===== src/rtl/fault_mon_pkg.sv =====
// Constants, types and helpers shared by the supply, ground and clock fault monitor
package fault_mon_pkg;

  // ==========================================================
  // Clock and timing
  localparam int CLK_HZ          = 10_000_000;
  localparam int US_HZ           = 1_000_000;
  localparam int CP_UV_MIN_US    = 9;
  localparam int CP_UV_MAX_US    = 12;
  localparam int CP_UV_CYC       = (CP_UV_MIN_US * CLK_HZ + US_HZ - 1) / US_HZ;
  localparam int GND_LOST_MIN_US = 14;
  localparam int GND_LOST_CYC    = (GND_LOST_MIN_US * CLK_HZ + US_HZ - 1) / US_HZ;
  localparam int SOL_GND_MIN_US  = 35;
  localparam int SOL_GND_CYC     = (SOL_GND_MIN_US * CLK_HZ + US_HZ - 1) / US_HZ;
  localparam int OSC_TIMEOUT_US  = 60;
  localparam int OSC_TIMEOUT_CYC = OSC_TIMEOUT_US * CLK_HZ / US_HZ;
  localparam int FREQ_ERR_PCT    = 15;
  localparam int ST_WAIT_CYC     = 32;

  // ==========================================================
  // Flag registers
  localparam int FLAG_W = 16;
  localparam int REG_W  = 4;

  localparam int SFA_CP_UV  = 3;
  localparam int SFA_POR    = 9;
  localparam int SFA_ANALOG_GROUND   = 14;
  localparam int SFA_DIGITAL_GROUND   = 15;

  localparam int SFB_REF_STUCK = 0;
  localparam int SFB_MAIN_OSC  = 1;
  localparam int SFB_ANALOG_GROUND_ST   = 2;
  localparam int SFB_DIGITAL_GROUND_ST   = 3;
  localparam int SFB_OD_FAIL   = 5;

  localparam int CHB_GND_LOSS = 3;
  localparam int CHB_GND_BUSY = 5;

  localparam int ODT_RUN = 0;

  localparam logic [FLAG_W-1:0] SFA_RST = 16'h0200;
  localparam logic [FLAG_W-1:0] SFB_RST = 16'h0000;
  localparam logic [FLAG_W-1:0] CHB_RST = 16'h0000;

  // ==========================================================
  // Types and helpers
  typedef enum logic [1:0] {
    ST_IDLE    = 2'b00,
    ST_PORTEST = 2'b01,
    ST_ON_DEMAND_TEST_CONTROL  = 2'b10
  } test_st_t;

  // Sticky flag: a set in the clearing cycle wins
  function automatic logic sticky(input logic flag, input logic clr, input logic set);
    return (flag & ~clr) | set;
  endfunction

endpackage


===== src/rtl/filt_if.sv =====
// Raw and filtered comparator levels between the monitor and its filters
`timescale 1ns/1ns
interface filt_if #(parameter int W = 1);
  logic [W-1:0] raw;
  logic [W-1:0] filt;
  modport src (output raw, input filt);
  modport flt (input raw, output filt);
endinterface

===== src/rtl/deglitch_filter.sv =====
// Persistence filter for comparator levels, one counter per bit
`timescale 1ns/1ns
module deglitch_filter #(
  parameter int CYC = 90
) (
  input wire logic ref_clk,
  input wire logic rst_n,
  filt_if.flt      f
);

  localparam int W     = $bits(f.raw);
  localparam int CNT_W = $clog2(CYC + 1);

  if (CYC < 2) begin : g_chk
    $error("deglitch_filter: CYC must be at least 2");
  end

  logic [CNT_W-1:0] cnt_r [W];
  logic [W-1:0]     filt_r;

  // ==========================================================
  // Both edges must persist CYC cycles; glitches restart the count
  always_ff @(posedge ref_clk or negedge rst_n) begin
    if (!rst_n) begin
      for (int i = 0; i < W; i++) begin
        cnt_r[i] <= '0;
      end
      filt_r <= '0;
    end else begin
      for (int i = 0; i < W; i++) begin
        if (f.raw[i] == filt_r[i]) begin
          cnt_r[i] <= '0;
        end else if (cnt_r[i] == CNT_W'(CYC - 1)) begin
          cnt_r[i]  <= '0;
          filt_r[i] <= f.raw[i];
        end else begin
          cnt_r[i] <= cnt_r[i] + CNT_W'(1);
        end
      end
    end
  end

  assign f.filt = filt_r;

  filt_persist_a: assert property (
    @(posedge ref_clk) disable iff (!rst_n)
    (filt_r[0] != $past(filt_r[0])) |-> ($past(cnt_r[0]) == CNT_W'(CYC - 1))
  ) else $error("filter output changed before the persistence count");

endmodule


===== src/rtl/fault_monitor.sv =====
// Supply, ground and oscillator fault monitor for a four-channel solenoid driver
// ==========================================================
// What this block does
// - Filtered charge-pump undervoltage flags and disables all drivers
// - Flag read clears; drivers stay off until re-enabled
// - Charge-pump undervoltage must persist nine to twelve microseconds
// - Regulator or bandgap fault causes power-on reset event
// - Reset event clears registers, disables outputs, sets reset flag
// - Self-test start bit reads one while testing
// - Failed on-demand self-test forces reset and sets flag
// - Analog and digital ground loss flagged continuously outside the start-up self-test
// - Ground comparators self-tested after every reset event
// - Analog or digital ground loss disables all drivers
// - Channel ground loss disables only that channel
// - Channel ground self-test start, busy bit while running
// - Channel ground test result shown in loss bit
// - Channel ground loss keeps fail-safe, clears on read
// - Main oscillator fault holds fail-safe off until recovery
// - Stuck reference oscillator only reported, operation continues
// - Clock declared stuck after sixty microseconds silence
// - Oscillator mismatch beyond fifteen percent is flagged
`timescale 1ns/1ns
module fault_monitor
  import fault_mon_pkg::*;
#(
  parameter int NCH     = 4,
  parameter int REF_HZ  = 1_000_000,
  parameter int REF_WIN = 16
) (
  input  wire logic                         ref_clk,
  input  wire logic                         rst_n,
  input  wire logic                         cp_uv_raw,
  input  wire logic [REG_W-1:0]             reg_fault,
  input  wire logic [REG_W-1:0]             reg_cmp_resp,
  input  wire logic                         analog_ground_loss,
  input  wire logic                         digital_ground_loss,
  input  wire logic [NCH-1:0]               channel_power_ground_loss,
  input  wire logic                         ref_osc,
  input  wire logic                         main_osc_stuck,
  input  wire logic                         rd_flags_a,
  input  wire logic                         rd_flags_b,
  input  wire logic [NCH-1:0]               rd_chan_flags,
  input  wire logic                         on_demand_test_control_start,
  input  wire logic [NCH-1:0]               chan_test_start,
  input  wire logic [NCH-1:0]               sol_reenable,
  input  wire logic                         fs_reenable,
  output logic      [FLAG_W-1:0]            supply_fault_flags_a,
  output logic      [FLAG_W-1:0]            supply_selftest_flags_b,
  output logic      [NCH-1:0][FLAG_W-1:0]   channel_fault_flags_b,
  output logic      [FLAG_W-1:0]            on_demand_test_control,
  output logic                              reg_test_inj,
  output logic                              gnd_test_inj,
  output logic      [NCH-1:0]               chan_test_inj,
  output logic      [NCH-1:0]               sol_en,
  output logic                              fs_predrv_en,
  output logic                              safety_off
);

  localparam int NOM_CYC = CLK_HZ / REF_HZ * REF_WIN;
  localparam int HI_CYC  = NOM_CYC * (100 + FREQ_ERR_PCT) / 100;
  localparam int LO_CYC  = NOM_CYC * (100 - FREQ_ERR_PCT) / 100;
  localparam int PER_W   = 16;
  localparam int TO_W    = $clog2(OSC_TIMEOUT_CYC + 1);
  localparam int WIN_W   = $clog2(REF_WIN + 1);
  localparam int TC_W    = $clog2(ST_WAIT_CYC + 1);

  if (NCH < 1 || NCH > 8 || REF_HZ * 4 > CLK_HZ || REF_WIN < 1
      || HI_CYC >= 2 ** PER_W || ST_WAIT_CYC < 8) begin : g_chk
    $error("fault_monitor: unsupported parameter values");
  end

  // ==========================================================
  // Filters
  filt_if #(.W(1))   cp_if  ();
  filt_if #(.W(2))   gnd_if ();
  filt_if #(.W(NCH)) sol_if ();

  assign cp_if.raw  = cp_uv_raw;
  assign gnd_if.raw = {digital_ground_loss, analog_ground_loss};
  assign sol_if.raw = channel_power_ground_loss;

  deglitch_filter #(.CYC(CP_UV_CYC))    u_cp_filt  (.ref_clk(ref_clk), .rst_n(rst_n), .f(cp_if));
  deglitch_filter #(.CYC(GND_LOST_CYC)) u_gnd_filt (.ref_clk(ref_clk), .rst_n(rst_n), .f(gnd_if));
  deglitch_filter #(.CYC(SOL_GND_CYC))  u_sol_filt (.ref_clk(ref_clk), .rst_n(rst_n), .f(sol_if));

  // ==========================================================
  // Fault qualification
  test_st_t         st_r;
  test_st_t         st_nxt;
  logic [TC_W-1:0]  tcnt_r;
  logic [REG_W-1:0] seen_r;
  logic             od_fail;
  logic             por_req;
  logic             cp_uv_f;
  logic             analog_ground_f;
  logic             digital_ground_f;
  logic             global_off;
  logic [NCH-1:0]   chan_busy_r;
  logic [NCH-1:0]   chan_seen_r;
  logic [TC_W-1:0]  chan_cnt_r [NCH];
  logic [NCH-1:0]   chan_fail;
  logic [NCH-1:0]   chan_loss_f;
  logic             osc_fault;
  logic             ref_stuck;
  logic             mismatch_r;
  logic [NCH-1:0]   sol_en_r;
  logic [NCH-1:0]   sol_en_nxt;
  logic             fs_en_r;
  logic             fs_en_nxt;

  assign cp_uv_f    = cp_if.filt[0];
  // Injected ground stimulus must not look like a real loss
  assign analog_ground_f     = gnd_if.filt[0] && (st_r != ST_PORTEST);
  assign digital_ground_f     = gnd_if.filt[1] && (st_r != ST_PORTEST);
  assign global_off = cp_uv_f || analog_ground_f || digital_ground_f;
  assign chan_loss_f = sol_if.filt & ~chan_busy_r;
  assign por_req    = (|reg_fault) || od_fail;
  assign osc_fault  = main_osc_stuck || mismatch_r;

  // ==========================================================
  // Supply self-test sequencer
  always_comb begin
    st_nxt  = st_r;
    od_fail = 1'b0;
    unique case (st_r)
      ST_IDLE: begin
        if (on_demand_test_control_start) begin
          st_nxt = ST_ON_DEMAND_TEST_CONTROL;
        end
      end
      ST_PORTEST: begin
        if (tcnt_r == TC_W'(ST_WAIT_CYC - 1)) begin
          st_nxt = ST_IDLE;
        end
      end
      ST_ON_DEMAND_TEST_CONTROL: begin
        if (tcnt_r == TC_W'(ST_WAIT_CYC - 1)) begin
          st_nxt  = ST_IDLE;
          od_fail = ~&(seen_r | reg_cmp_resp);
        end
      end
      default: begin
        st_nxt = ST_IDLE;
      end
    endcase
  end

  always_ff @(posedge ref_clk or negedge rst_n) begin
    if (!rst_n) begin
      st_r   <= ST_PORTEST;
      tcnt_r <= '0;
      seen_r <= '0;
    end else if (por_req) begin
      st_r   <= ST_PORTEST;
      tcnt_r <= '0;
      seen_r <= '0;
    end else begin
      st_r   <= st_nxt;
      tcnt_r <= (st_nxt != st_r || st_r == ST_IDLE) ? '0 : tcnt_r + TC_W'(1);
      if (st_nxt != st_r) begin
        seen_r <= '0;
      end else if (st_r == ST_ON_DEMAND_TEST_CONTROL) begin
        seen_r <= seen_r | reg_cmp_resp;
      end else if (st_r == ST_PORTEST) begin
        seen_r <= seen_r | {2'b00, digital_ground_loss, analog_ground_loss};
      end
    end
  end

  always_ff @(posedge ref_clk or negedge rst_n) begin
    if (!rst_n) begin
      reg_test_inj           <= 1'b0;
      gnd_test_inj           <= 1'b1;
      on_demand_test_control <= '0;
    end else begin
      reg_test_inj           <= !por_req && (st_nxt == ST_ON_DEMAND_TEST_CONTROL);
      gnd_test_inj           <= por_req || (st_nxt == ST_PORTEST);
      on_demand_test_control <= '0;
      on_demand_test_control[ODT_RUN] <= !por_req && (st_nxt == ST_ON_DEMAND_TEST_CONTROL);
    end
  end

  // ==========================================================
  // Channel ground-loss self-test
  always_comb begin
    for (int c = 0; c < NCH; c++) begin
      chan_fail[c] = chan_busy_r[c] && (chan_cnt_r[c] == TC_W'(ST_WAIT_CYC - 1))
                     && !(chan_seen_r[c] || channel_power_ground_loss[c]);
    end
  end

  always_ff @(posedge ref_clk or negedge rst_n) begin
    if (!rst_n) begin
      chan_busy_r <= '0;
      chan_seen_r <= '0;
      for (int c = 0; c < NCH; c++) begin
        chan_cnt_r[c] <= '0;
      end
    end else if (por_req) begin
      chan_busy_r <= '0;
      chan_seen_r <= '0;
      for (int c = 0; c < NCH; c++) begin
        chan_cnt_r[c] <= '0;
      end
    end else begin
      for (int c = 0; c < NCH; c++) begin
        if (!chan_busy_r[c]) begin
          chan_busy_r[c] <= chan_test_start[c];
          chan_seen_r[c] <= 1'b0;
          chan_cnt_r[c]  <= '0;
        end else begin
          chan_seen_r[c] <= chan_seen_r[c] || channel_power_ground_loss[c];
          chan_cnt_r[c]  <= chan_cnt_r[c] + TC_W'(1);
          if (chan_cnt_r[c] == TC_W'(ST_WAIT_CYC - 1)) begin
            chan_busy_r[c] <= 1'b0;
          end
        end
      end
    end
  end

  // Injection follows the busy bit one cycle later
  always_ff @(posedge ref_clk or negedge rst_n) begin
    if (!rst_n) begin
      chan_test_inj <= '0;
    end else begin
      chan_test_inj <= por_req ? '0 : chan_busy_r;
    end
  end

  // ==========================================================
  // Oscillator monitor
  logic               ref_d_r;
  logic               ref_edge;
  logic [TO_W-1:0]    since_r;
  logic [PER_W-1:0]   per_r;
  logic [WIN_W-1:0]   win_r;

  assign ref_edge  = ref_osc && !ref_d_r;
  assign ref_stuck = (since_r == TO_W'(OSC_TIMEOUT_CYC));

  always_ff @(posedge ref_clk or negedge rst_n) begin
    if (!rst_n) begin
      ref_d_r <= 1'b0;
      since_r <= '0;
    end else begin
      ref_d_r <= ref_osc;
      if (ref_edge) begin
        since_r <= '0;
      end else if (!ref_stuck) begin
        since_r <= since_r + TO_W'(1);
      end
    end
  end

  // Window result is kept until the next window ends, so recovery is seen
  always_ff @(posedge ref_clk or negedge rst_n) begin
    if (!rst_n) begin
      per_r      <= '0;
      win_r      <= '0;
      mismatch_r <= 1'b0;
    end else if (ref_edge) begin
      if (win_r == WIN_W'(REF_WIN)) begin
        mismatch_r <= (per_r > PER_W'(HI_CYC)) || (per_r < PER_W'(LO_CYC));
        per_r      <= PER_W'(1);
        win_r      <= WIN_W'(1);
      end else begin
        per_r <= (win_r == '0) ? PER_W'(1) : per_r + PER_W'(1);
        win_r <= win_r + WIN_W'(1);
      end
    end else if (win_r != '0 && per_r != '1) begin
      per_r <= per_r + PER_W'(1);
    end
  end

  // ==========================================================
  // Fault flags
  always_ff @(posedge ref_clk or negedge rst_n) begin
    if (!rst_n) begin
      supply_fault_flags_a <= SFA_RST;
    end else if (por_req) begin
      supply_fault_flags_a <= SFA_RST;
    end else begin
      supply_fault_flags_a <= supply_fault_flags_a & ~{FLAG_W{rd_flags_a}};
      supply_fault_flags_a[SFA_CP_UV] <= sticky(supply_fault_flags_a[SFA_CP_UV],
                                                rd_flags_a, cp_uv_f);
      supply_fault_flags_a[SFA_ANALOG_GROUND]  <= sticky(supply_fault_flags_a[SFA_ANALOG_GROUND],
                                                rd_flags_a, analog_ground_f);
      supply_fault_flags_a[SFA_DIGITAL_GROUND]  <= sticky(supply_fault_flags_a[SFA_DIGITAL_GROUND],
                                                rd_flags_a, digital_ground_f);
    end
  end

  always_ff @(posedge ref_clk or negedge rst_n) begin
    if (!rst_n) begin
      supply_selftest_flags_b <= SFB_RST;
    end else if (por_req) begin
      supply_selftest_flags_b <= SFB_RST;
      supply_selftest_flags_b[SFB_OD_FAIL] <= od_fail;
    end else begin
      supply_selftest_flags_b <= supply_selftest_flags_b & ~{FLAG_W{rd_flags_b}};
      supply_selftest_flags_b[SFB_REF_STUCK] <= sticky(
        supply_selftest_flags_b[SFB_REF_STUCK], rd_flags_b, ref_stuck);
      supply_selftest_flags_b[SFB_MAIN_OSC] <= sticky(
        supply_selftest_flags_b[SFB_MAIN_OSC], rd_flags_b, osc_fault);
      supply_selftest_flags_b[SFB_ANALOG_GROUND_ST] <= sticky(
        supply_selftest_flags_b[SFB_ANALOG_GROUND_ST], rd_flags_b,
        st_r == ST_PORTEST && st_nxt == ST_IDLE && !(seen_r[0] || analog_ground_loss));
      supply_selftest_flags_b[SFB_DIGITAL_GROUND_ST] <= sticky(
        supply_selftest_flags_b[SFB_DIGITAL_GROUND_ST], rd_flags_b,
        st_r == ST_PORTEST && st_nxt == ST_IDLE && !(seen_r[1] || digital_ground_loss));
    end
  end

  always_ff @(posedge ref_clk or negedge rst_n) begin
    if (!rst_n) begin
      channel_fault_flags_b <= {NCH{CHB_RST}};
    end else if (por_req) begin
      channel_fault_flags_b <= {NCH{CHB_RST}};
    end else begin
      for (int c = 0; c < NCH; c++) begin
        channel_fault_flags_b[c][CHB_GND_LOSS] <= sticky(
          channel_fault_flags_b[c][CHB_GND_LOSS], rd_chan_flags[c],
          chan_loss_f[c] || chan_fail[c]);
        channel_fault_flags_b[c][CHB_GND_BUSY] <=
          chan_busy_r[c] ? (chan_cnt_r[c] != TC_W'(ST_WAIT_CYC - 1)) : chan_test_start[c];
      end
    end
  end

  // ==========================================================
  // Driver enables; a present fault wins over a re-enable request
  always_comb begin
    for (int c = 0; c < NCH; c++) begin
      sol_en_nxt[c] = (sol_en_r[c] || sol_reenable[c]) && !global_off
                      && !chan_loss_f[c];
    end
    fs_en_nxt = (fs_en_r || fs_reenable) && !global_off;
  end

  always_ff @(posedge ref_clk or negedge rst_n) begin
    if (!rst_n) begin
      sol_en_r     <= '0;
      fs_en_r      <= 1'b0;
      sol_en       <= '0;
      fs_predrv_en <= 1'b0;
      safety_off   <= 1'b1;
    end else begin
      sol_en_r     <= por_req ? '0 : sol_en_nxt;
      fs_en_r      <= por_req ? 1'b0 : fs_en_nxt;
      sol_en       <= por_req ? '0 : sol_en_nxt;
      fs_predrv_en <= !por_req && fs_en_nxt && !osc_fault;
      safety_off   <= por_req || osc_fault;
    end
  end

  // ==========================================================
  // Checks
  cp_uv_flag_a: assert property (
    @(posedge ref_clk) disable iff (!rst_n)
    cp_uv_f && !por_req |=> supply_fault_flags_a[SFA_CP_UV] && sol_en == '0 && !fs_predrv_en
  ) else $error("charge-pump undervoltage not flagged or drivers left on");

  flag_clear_a: assert property (
    @(posedge ref_clk) disable iff (!rst_n)
    rd_flags_a && !cp_uv_f && !por_req |=> !supply_fault_flags_a[SFA_CP_UV]
  ) else $error("supply flag survived a read without a fault");

  por_effect_a: assert property (
    @(posedge ref_clk) disable iff (!rst_n)
    por_req |=> supply_fault_flags_a[SFA_POR] && sol_en == '0 && !fs_predrv_en
                && gnd_test_inj
  ) else $error("reset event did not clear outputs or set its flag");

  od_busy_a: assert property (
    @(posedge ref_clk) disable iff (!rst_n)
    st_r == ST_IDLE && on_demand_test_control_start && !por_req |=>
      on_demand_test_control[ODT_RUN][*8]
  ) else $error("self-test status bit not held while testing");

  gnd_off_a: assert property (
    @(posedge ref_clk) disable iff (!rst_n)
    (analog_ground_f || digital_ground_f) |=> sol_en == '0 && !fs_predrv_en
  ) else $error("ground loss left drivers enabled");

  chan_only_a: assert property (
    @(posedge ref_clk) disable iff (!rst_n)
    chan_loss_f[0] && !global_off && !por_req && fs_en_r && !osc_fault |=>
      !sol_en[0] && channel_fault_flags_b[0][CHB_GND_LOSS] && fs_predrv_en
  ) else $error("channel ground loss handled wrongly");

  osc_off_a: assert property (
    @(posedge ref_clk) disable iff (!rst_n)
    osc_fault |=> safety_off && !fs_predrv_en
  ) else $error("oscillator fault did not hold fail-safe off");

  ref_stuck_a: assert property (
    @(posedge ref_clk) disable iff (!rst_n)
    $rose(ref_stuck) |-> $past(since_r) == TO_W'(OSC_TIMEOUT_CYC - 1)
      ##1 supply_selftest_flags_b[SFB_REF_STUCK] || por_req
  ) else $error("reference stuck not declared at the timeout");

  mismatch_a: assert property (
    @(posedge ref_clk) disable iff (!rst_n)
    ref_edge && win_r == WIN_W'(REF_WIN) && per_r > PER_W'(HI_CYC) |=> mismatch_r
  ) else $error("oscillator mismatch not flagged");

endmodule


===== config.mk =====
export PLATFORM = sky130hd
export DESIGN_NAME = fault_monitor
export DESIGN_NICKNAME = d
export VERILOG_FILES = /design/src/rtl/fault_mon_pkg.sv /design/src/rtl/filt_if.sv /design/src/rtl/deglitch_filter.sv /design/src/rtl/fault_monitor.sv
export SDC_FILE = /design/constraint.sdc
export NUM_CORES = 1
export LEC_CHECK = 0
export ABC_AREA = 1
export BUFFER_PORTS_ARGS = -buffer_cell sky130_fd_sc_hd__clkbuf_2
export CAP_MARGIN = 30
export CORE_AREA = 2 2 150 152
export CTS_CLUSTER_DIAMETER = 200
export DETAILED_ROUTE_END_ITERATION = 16
export DIE_AREA = 0 0 152 154
export PLACE_DENSITY = 0.66
export RECOVER_POWER = 50
export REMOVE_ABC_BUFFERS = 1
export SYNTH_ARGS = -nofsm -noshare
export SYNTH_HDL_FRONTEND = slang
export SYNTH_SLANG_ARGS = --single-unit

===== constraint.sdc =====
create_clock -name ref_clk -period 4.3 [get_ports ref_clk]
set_input_delay 1.075 -clock ref_clk [delete_from_list [all_inputs] [get_ports ref_clk]]
set_output_delay 1.075 -clock ref_clk [all_outputs]
set_load 0.02 [all_outputs]

* Word level (Yosys, flattened, before mapping)
Cells that the tools add are included.
Word-level totals: flip-flop bits (word level) 196
Cells by class: $add $sub $neg 15, $lt $le $gt $ge 2, equal/unequal tests 33, muxes and demuxes 69, bitwise gates (word level) 43, reduce and logical (&&, ||, !) cells 82
Operators by type and width (count):
- 2-to-1 mux 16 bit | 6
- 2-to-1 mux 9 bit | 8
- adder 9 x 1 -> 9 bit (second input constant) | 4
- == test 9 bit (second input constant) | 4
- 2-to-1 mux 6 bit | 6
- 2-to-1 mux 4 bit | 8
- 2-to-1 mux 8 bit | 4
- adder 6 x 1 -> 6 bit (second input constant) | 5
- == test 6 x 5 -> 1 bit (second input constant) | 5
- logical AND 1 bit | 27
- 2-to-1 mux 1 bit | 27
- 2-to-1 mux 24 bit | 1
- inequality test 6 x 5 -> 1 bit (second input constant) | 4
- logical OR 1 bit | 23
- 2-to-1 mux 10 bit | 2
- adder 16 x 1 -> 16 bit (second input constant) | 1
- adder 8 x 1 -> 8 bit (second input constant) | 2
- AND 16 bit | 1
- == test 8 bit (second input constant) | 2
- > comparator 16 x 8 -> 1 bit (second input constant) | 1
- less-than comparator 16 x 8 -> 1 bit (second input constant) | 1
- inequality test 16 bit (second input constant) | 1
- inverter 16 bit | 1
- AND reduction 2 bit | 8
- other kinds (33) | 92

* Longest topological paths before layout
word-level depth 9, gate-level depth with buffers 11

* Hierarchy
From an unflattened synthesis, not the netlist that was laid out.
Unflattened totals: cell total of the unflattened synthesis 1176, area, all modules 9840.7 um^2
Modules (own cells, without submodules):
- fault_monitor | times used 1, cells each 758, area an instance 6319.8 um^2, sequential area each 3158.0 um^2
- deglitch_filter at u_sol_filt | times used 1, cells each 260, area an instance 2144.6 um^2, sequential area each 1001.0 um^2
- deglitch_filter at u_gnd_filt | times used 1, cells each 114, area an instance 953.4 um^2, sequential area each 450.4 um^2
- deglitch_filter at u_cp_filt | times used 1, cells each 44, area an instance 422.9 um^2, sequential area each 200.2 um^2

* Least setup slack after synthesis
Ideal clock, no wire load.
kind input to register, start input port ref_osc, end register per_r[10], setup time 0.119 ns, data arrival time 1.980 ns, setup slack 2.201 ns, stages 8, path buffers 1, cells stage by stage inv_1 nor2_1 clkinv_1 nand2_4 buf_6 nand3_1 nand2_1 nor2_1
Between the ends: longest elaborated chain between the ends 2, elaborated cells between the ends (all ways) 3, those cells by class 1 x mux; 2 x reduce/logical
RTL lines:
- start, declared | line fault_monitor.sv:38 | input wire logic ref_osc,
- logical AND 1 bit (*) | line fault_monitor.sv:239 | assign ref_edge = ref_osc && !ref_d_r;
- 2-to-1 mux 16 bit / nonzero test 2 bit (equally long branches)
- end signal, assigned | line fault_monitor.sv:268 | per_r <= (win_r == '0) ? PER_W'(1) : per_r + PER_W'(1);
- end signal, assigned | line fault_monitor.sv:272 | per_r <= per_r + PER_W'(1);
- end, declared | line fault_monitor.sv:236 | logic [PER_W-1:0] per_r;
Mark *: on every way between the ends. The rest lies on a longest branch, timed or not. A chain may end at the register's enable or synchronous reset.

* Final worst setup path
start input port ref_osc, end register per_r[12]
The elaborated chain is that of the path after synthesis.

==> results.yml <==
grt:
  antenna_found_initial: 0
  grt_max_degree: 102
  grt_pass1_vias: 6604
  grtUsageTotal_pct: 15.9
  grt_pass1_wl_um: 30800
  grt_overflow_total: 0
cells_and_area:
  area_growth_pct: 11.4
  nets: 1251
  design_area_sq_um: 10300
  diodes: 0
  drive_gt1_share_pct: 11.1
placement:
  place_ws_ns: 1.52
  place.gp.congestion: 0.826
  dpl.hpwl_um: 12900
  postPlaceCellArea_sq_um: 9780
  io_buffers: 87
sta:
  worst_slack_ns: 1.79
  min_period_ns: 2.51
  setup_violations: 0
  finClkSkew_ns: 0.0101
  finalHoldViolCount: 0
  finalCritPeriodShare_pct: 58.4
  rsz0062_at_grt: "no"
  fmax_mhz: 398
  fin_setup_tns_ns: 0
  slew_headroom_pct: 30.9
  tightest_slew_ns: 1.04
  drv_slew: 0
synthesis:
  ys_warn_count: 0
  synth.top_cells.by_count: "195 x nor2_1, 188 x dfrtp_1, 186 x nand2_1"
  synthTopCellsByArea: "dfrtp_1 51%, nor2_1 7.9%, nand2_1 7.5%, buf_4 5.9%, inv_1 5.5%"
  async_reset_ff_share_pct: 100
  synth_cell_types: 41
  synth_top_area_cell: "dfrtp_1"
  yosysTopAreaCellShare_pct: 50.6
  avgSynthCellArea_sq_um: 8.52
  ys_seq_area_share_pct: 51.8
  yosysMostFrequentCell: "nor2_1"
  synth_edf_count: 0
  syn_area_sq_um: 9290
  ys_ff_latch: 192
  synthCells: 1091
  ys.flop_type: "dfrtp_1"
die:
  start_util_pct: 42.8
  fp-row-count: 54
  die_area_sq_um: 23400
  die_w_um: 152
  coreArea_sq_um: 21700
  io_pins: 159
  die_y_um: 154
detailed_routing:
  vias_per_cell: 4.69
  totalWireLength_um: 17700
  first_pass_iters: 5
  drtAntennaViolNets: 0
  vias: 6945
  drt_iter0_drc: 358
  detail_route.wl_per_cell_um: 12.0
  drcViolationCount: 0
critical_path:
  rr_startpoint: "st_r[0]"
  path_class: "in2reg"
  cp-end-kind: "flip-flop"
  required_ns: 4.62
  crit_fanout: 28
  start_kind: "input pin"
  startpoint: "ref_osc"
  arrival_ns: 2.83
power_and_ir_drop:
  pwr_density_cell_nw_per_um2: 391
  p_leak_nw: 5.23
  max-vdd-ir-drop_uv: 252
clock_network:
  clkTransAtPathRegs_ns: 0.07
  htreeDepth: 4
  cts_resized: 0
  hold_buffers: 0
  root_buffer: "clkbuf_16"
  clk_latency_ns: 0.43
  clockBufferDepth: 2
  postCtsSetupRepairBufs: 0
  clock_sinks: 192
  cts_buffers: 17
  cts_tree: "yes"
status:
  status: "finished clean"
hold_path:
  hold_start: "u_gnd_filt.cnt_r[8]"
  worstHoldPathType: "reg2reg"
flow_run:
  drv_cap: 0
## layout make-up
| cell class | count | area (sq um) |
|---|---|---|
| clock inverters | 12 | 131 |
| clock buffers | 19 | 453 |
| multi-input cells | 748 | 3610 |
| repair buffers | 92 | 477 |
| well taps | 280 | 350 |
| flip-flops and latches | 192 | 4810 |
| fillers | 2110 | 11300 |
| inverters | 138 | 518 |
## layer usage
metal  GRT usage [%]  wire length (um)  up-vias
met1            21.6              8340     3249
met4            6.63               495        0
met2            25.1              8280      137
met3            3.21               618       36
met5               0                 0        -
li1                -                 -     3523
## flip-flops by register name, summed over array words and instances (netlist names), 2 cells and up
register,flops
per_r,16
sol_en_r,4
seen_r,4
u_sol_filt.f.filt,4
chan_cnt_r,24
channel_fault_flags_b,5
win_r,5
tcnt_r,6
chan_seen_r,4
supply_fault_flags_a,16
supply_selftest_flags_b,16
u_cp_filt.cnt_r,7
u_gnd_filt.f.filt,2
st_r,2
u_gnd_filt.cnt_r,16
chan_busy_r,3
u_sol_filt.cnt_r,36
chan_test_inj,4
since_r,10
## cells in the final DEF, fill, tap and decap left out, types with 3 or more instances in the layout
cell,count
nor2_1,195
dfrtp_1,188
nand2_1,186
inv_1,136
clkbuf_2,78
conb_1,71
nand3_1,69
a21oi_1,42
nor3_1,35
o21ai_0,34
ha_1,27
nand4_1,17
xor2_1,17
clkbuf_16,17
xnor2_1,11
clkbuf_1,10
nor3b_1,7
a31oi_1,4
a211oi_1,4
clkinvlp_4,4
dfstp_2,4
nor4_1,3
a31o_2,3
or2_2,3
o21ai_1,3
clkbuf_8,3
clkinv_2,3
inv_6,3
## kinds of logic after synthesis
kind of cell	synth area share (%)
AND/OR/NAND/NOR	23.9
buffers and inverters	12.2
flip-flops	51.8
AO/OA/AOI/OAI	5.66
XOR/XNOR	2.64
adder cells (fa/ha/maj)	3.64
other	0.0404
multiplexers	0.121
## report_power, final
group / internal, W / switching (W) / leakage, nW
Sequential: 0.00191 / 0.000100 / 2.58
Clock: 0.000886 / 0.000680 / 0.278
Combinational: 0.000146 / 0.000317 / 2.36
## through the flow
step / total power (W) / utilization [%] / hold WS (ns) / instances
2_1_floorplan: 0.00236 / - / 0.429 / 1078
3_3_place_gp: 0.00250 / 45.1 / 0.447 / 1450
3_5_place_dp: 0.00252 / 45.1 / 0.453 / 1450
4_1_cts: 0.00410 / 47.8 / 0.461 / 1481
5_1_grt: 0.00427 / 47.7 / 0.478 / 1481
6_report: 0.00404 / 47.7 / 0.455 / 1481
## worst max-delay path, cell delays in order
cell and delay, ns:
clkbuf_1 0.09, inv_1 0.04, nor2_1 0.07, clkbuf_1 0.41, clkinv_1 0.43, nand2_4 0.38, inv_1 0.13, a21oi_1 0.14
nor2_1 0.05
## worst paths after layout
check                                            end  slack (ns)  cells past startpoint
setup / recovery                           per_r[12]        1.79                      9
hold / removal                   u_gnd_filt.cnt_r[8]        0.45                      1
setup reg to reg           channel_fault_flags_b[51]        1.94                      7
hold reg to reg                  u_gnd_filt.cnt_r[8]        0.45                      1
max in group asynchronous    supply_fault_flags_a[5]        2.15                      2
min in group asynchronous       u_sol_filt.cnt_r[21]        0.73                      1
Note: power is estimated with default switching activity, not from simulation.
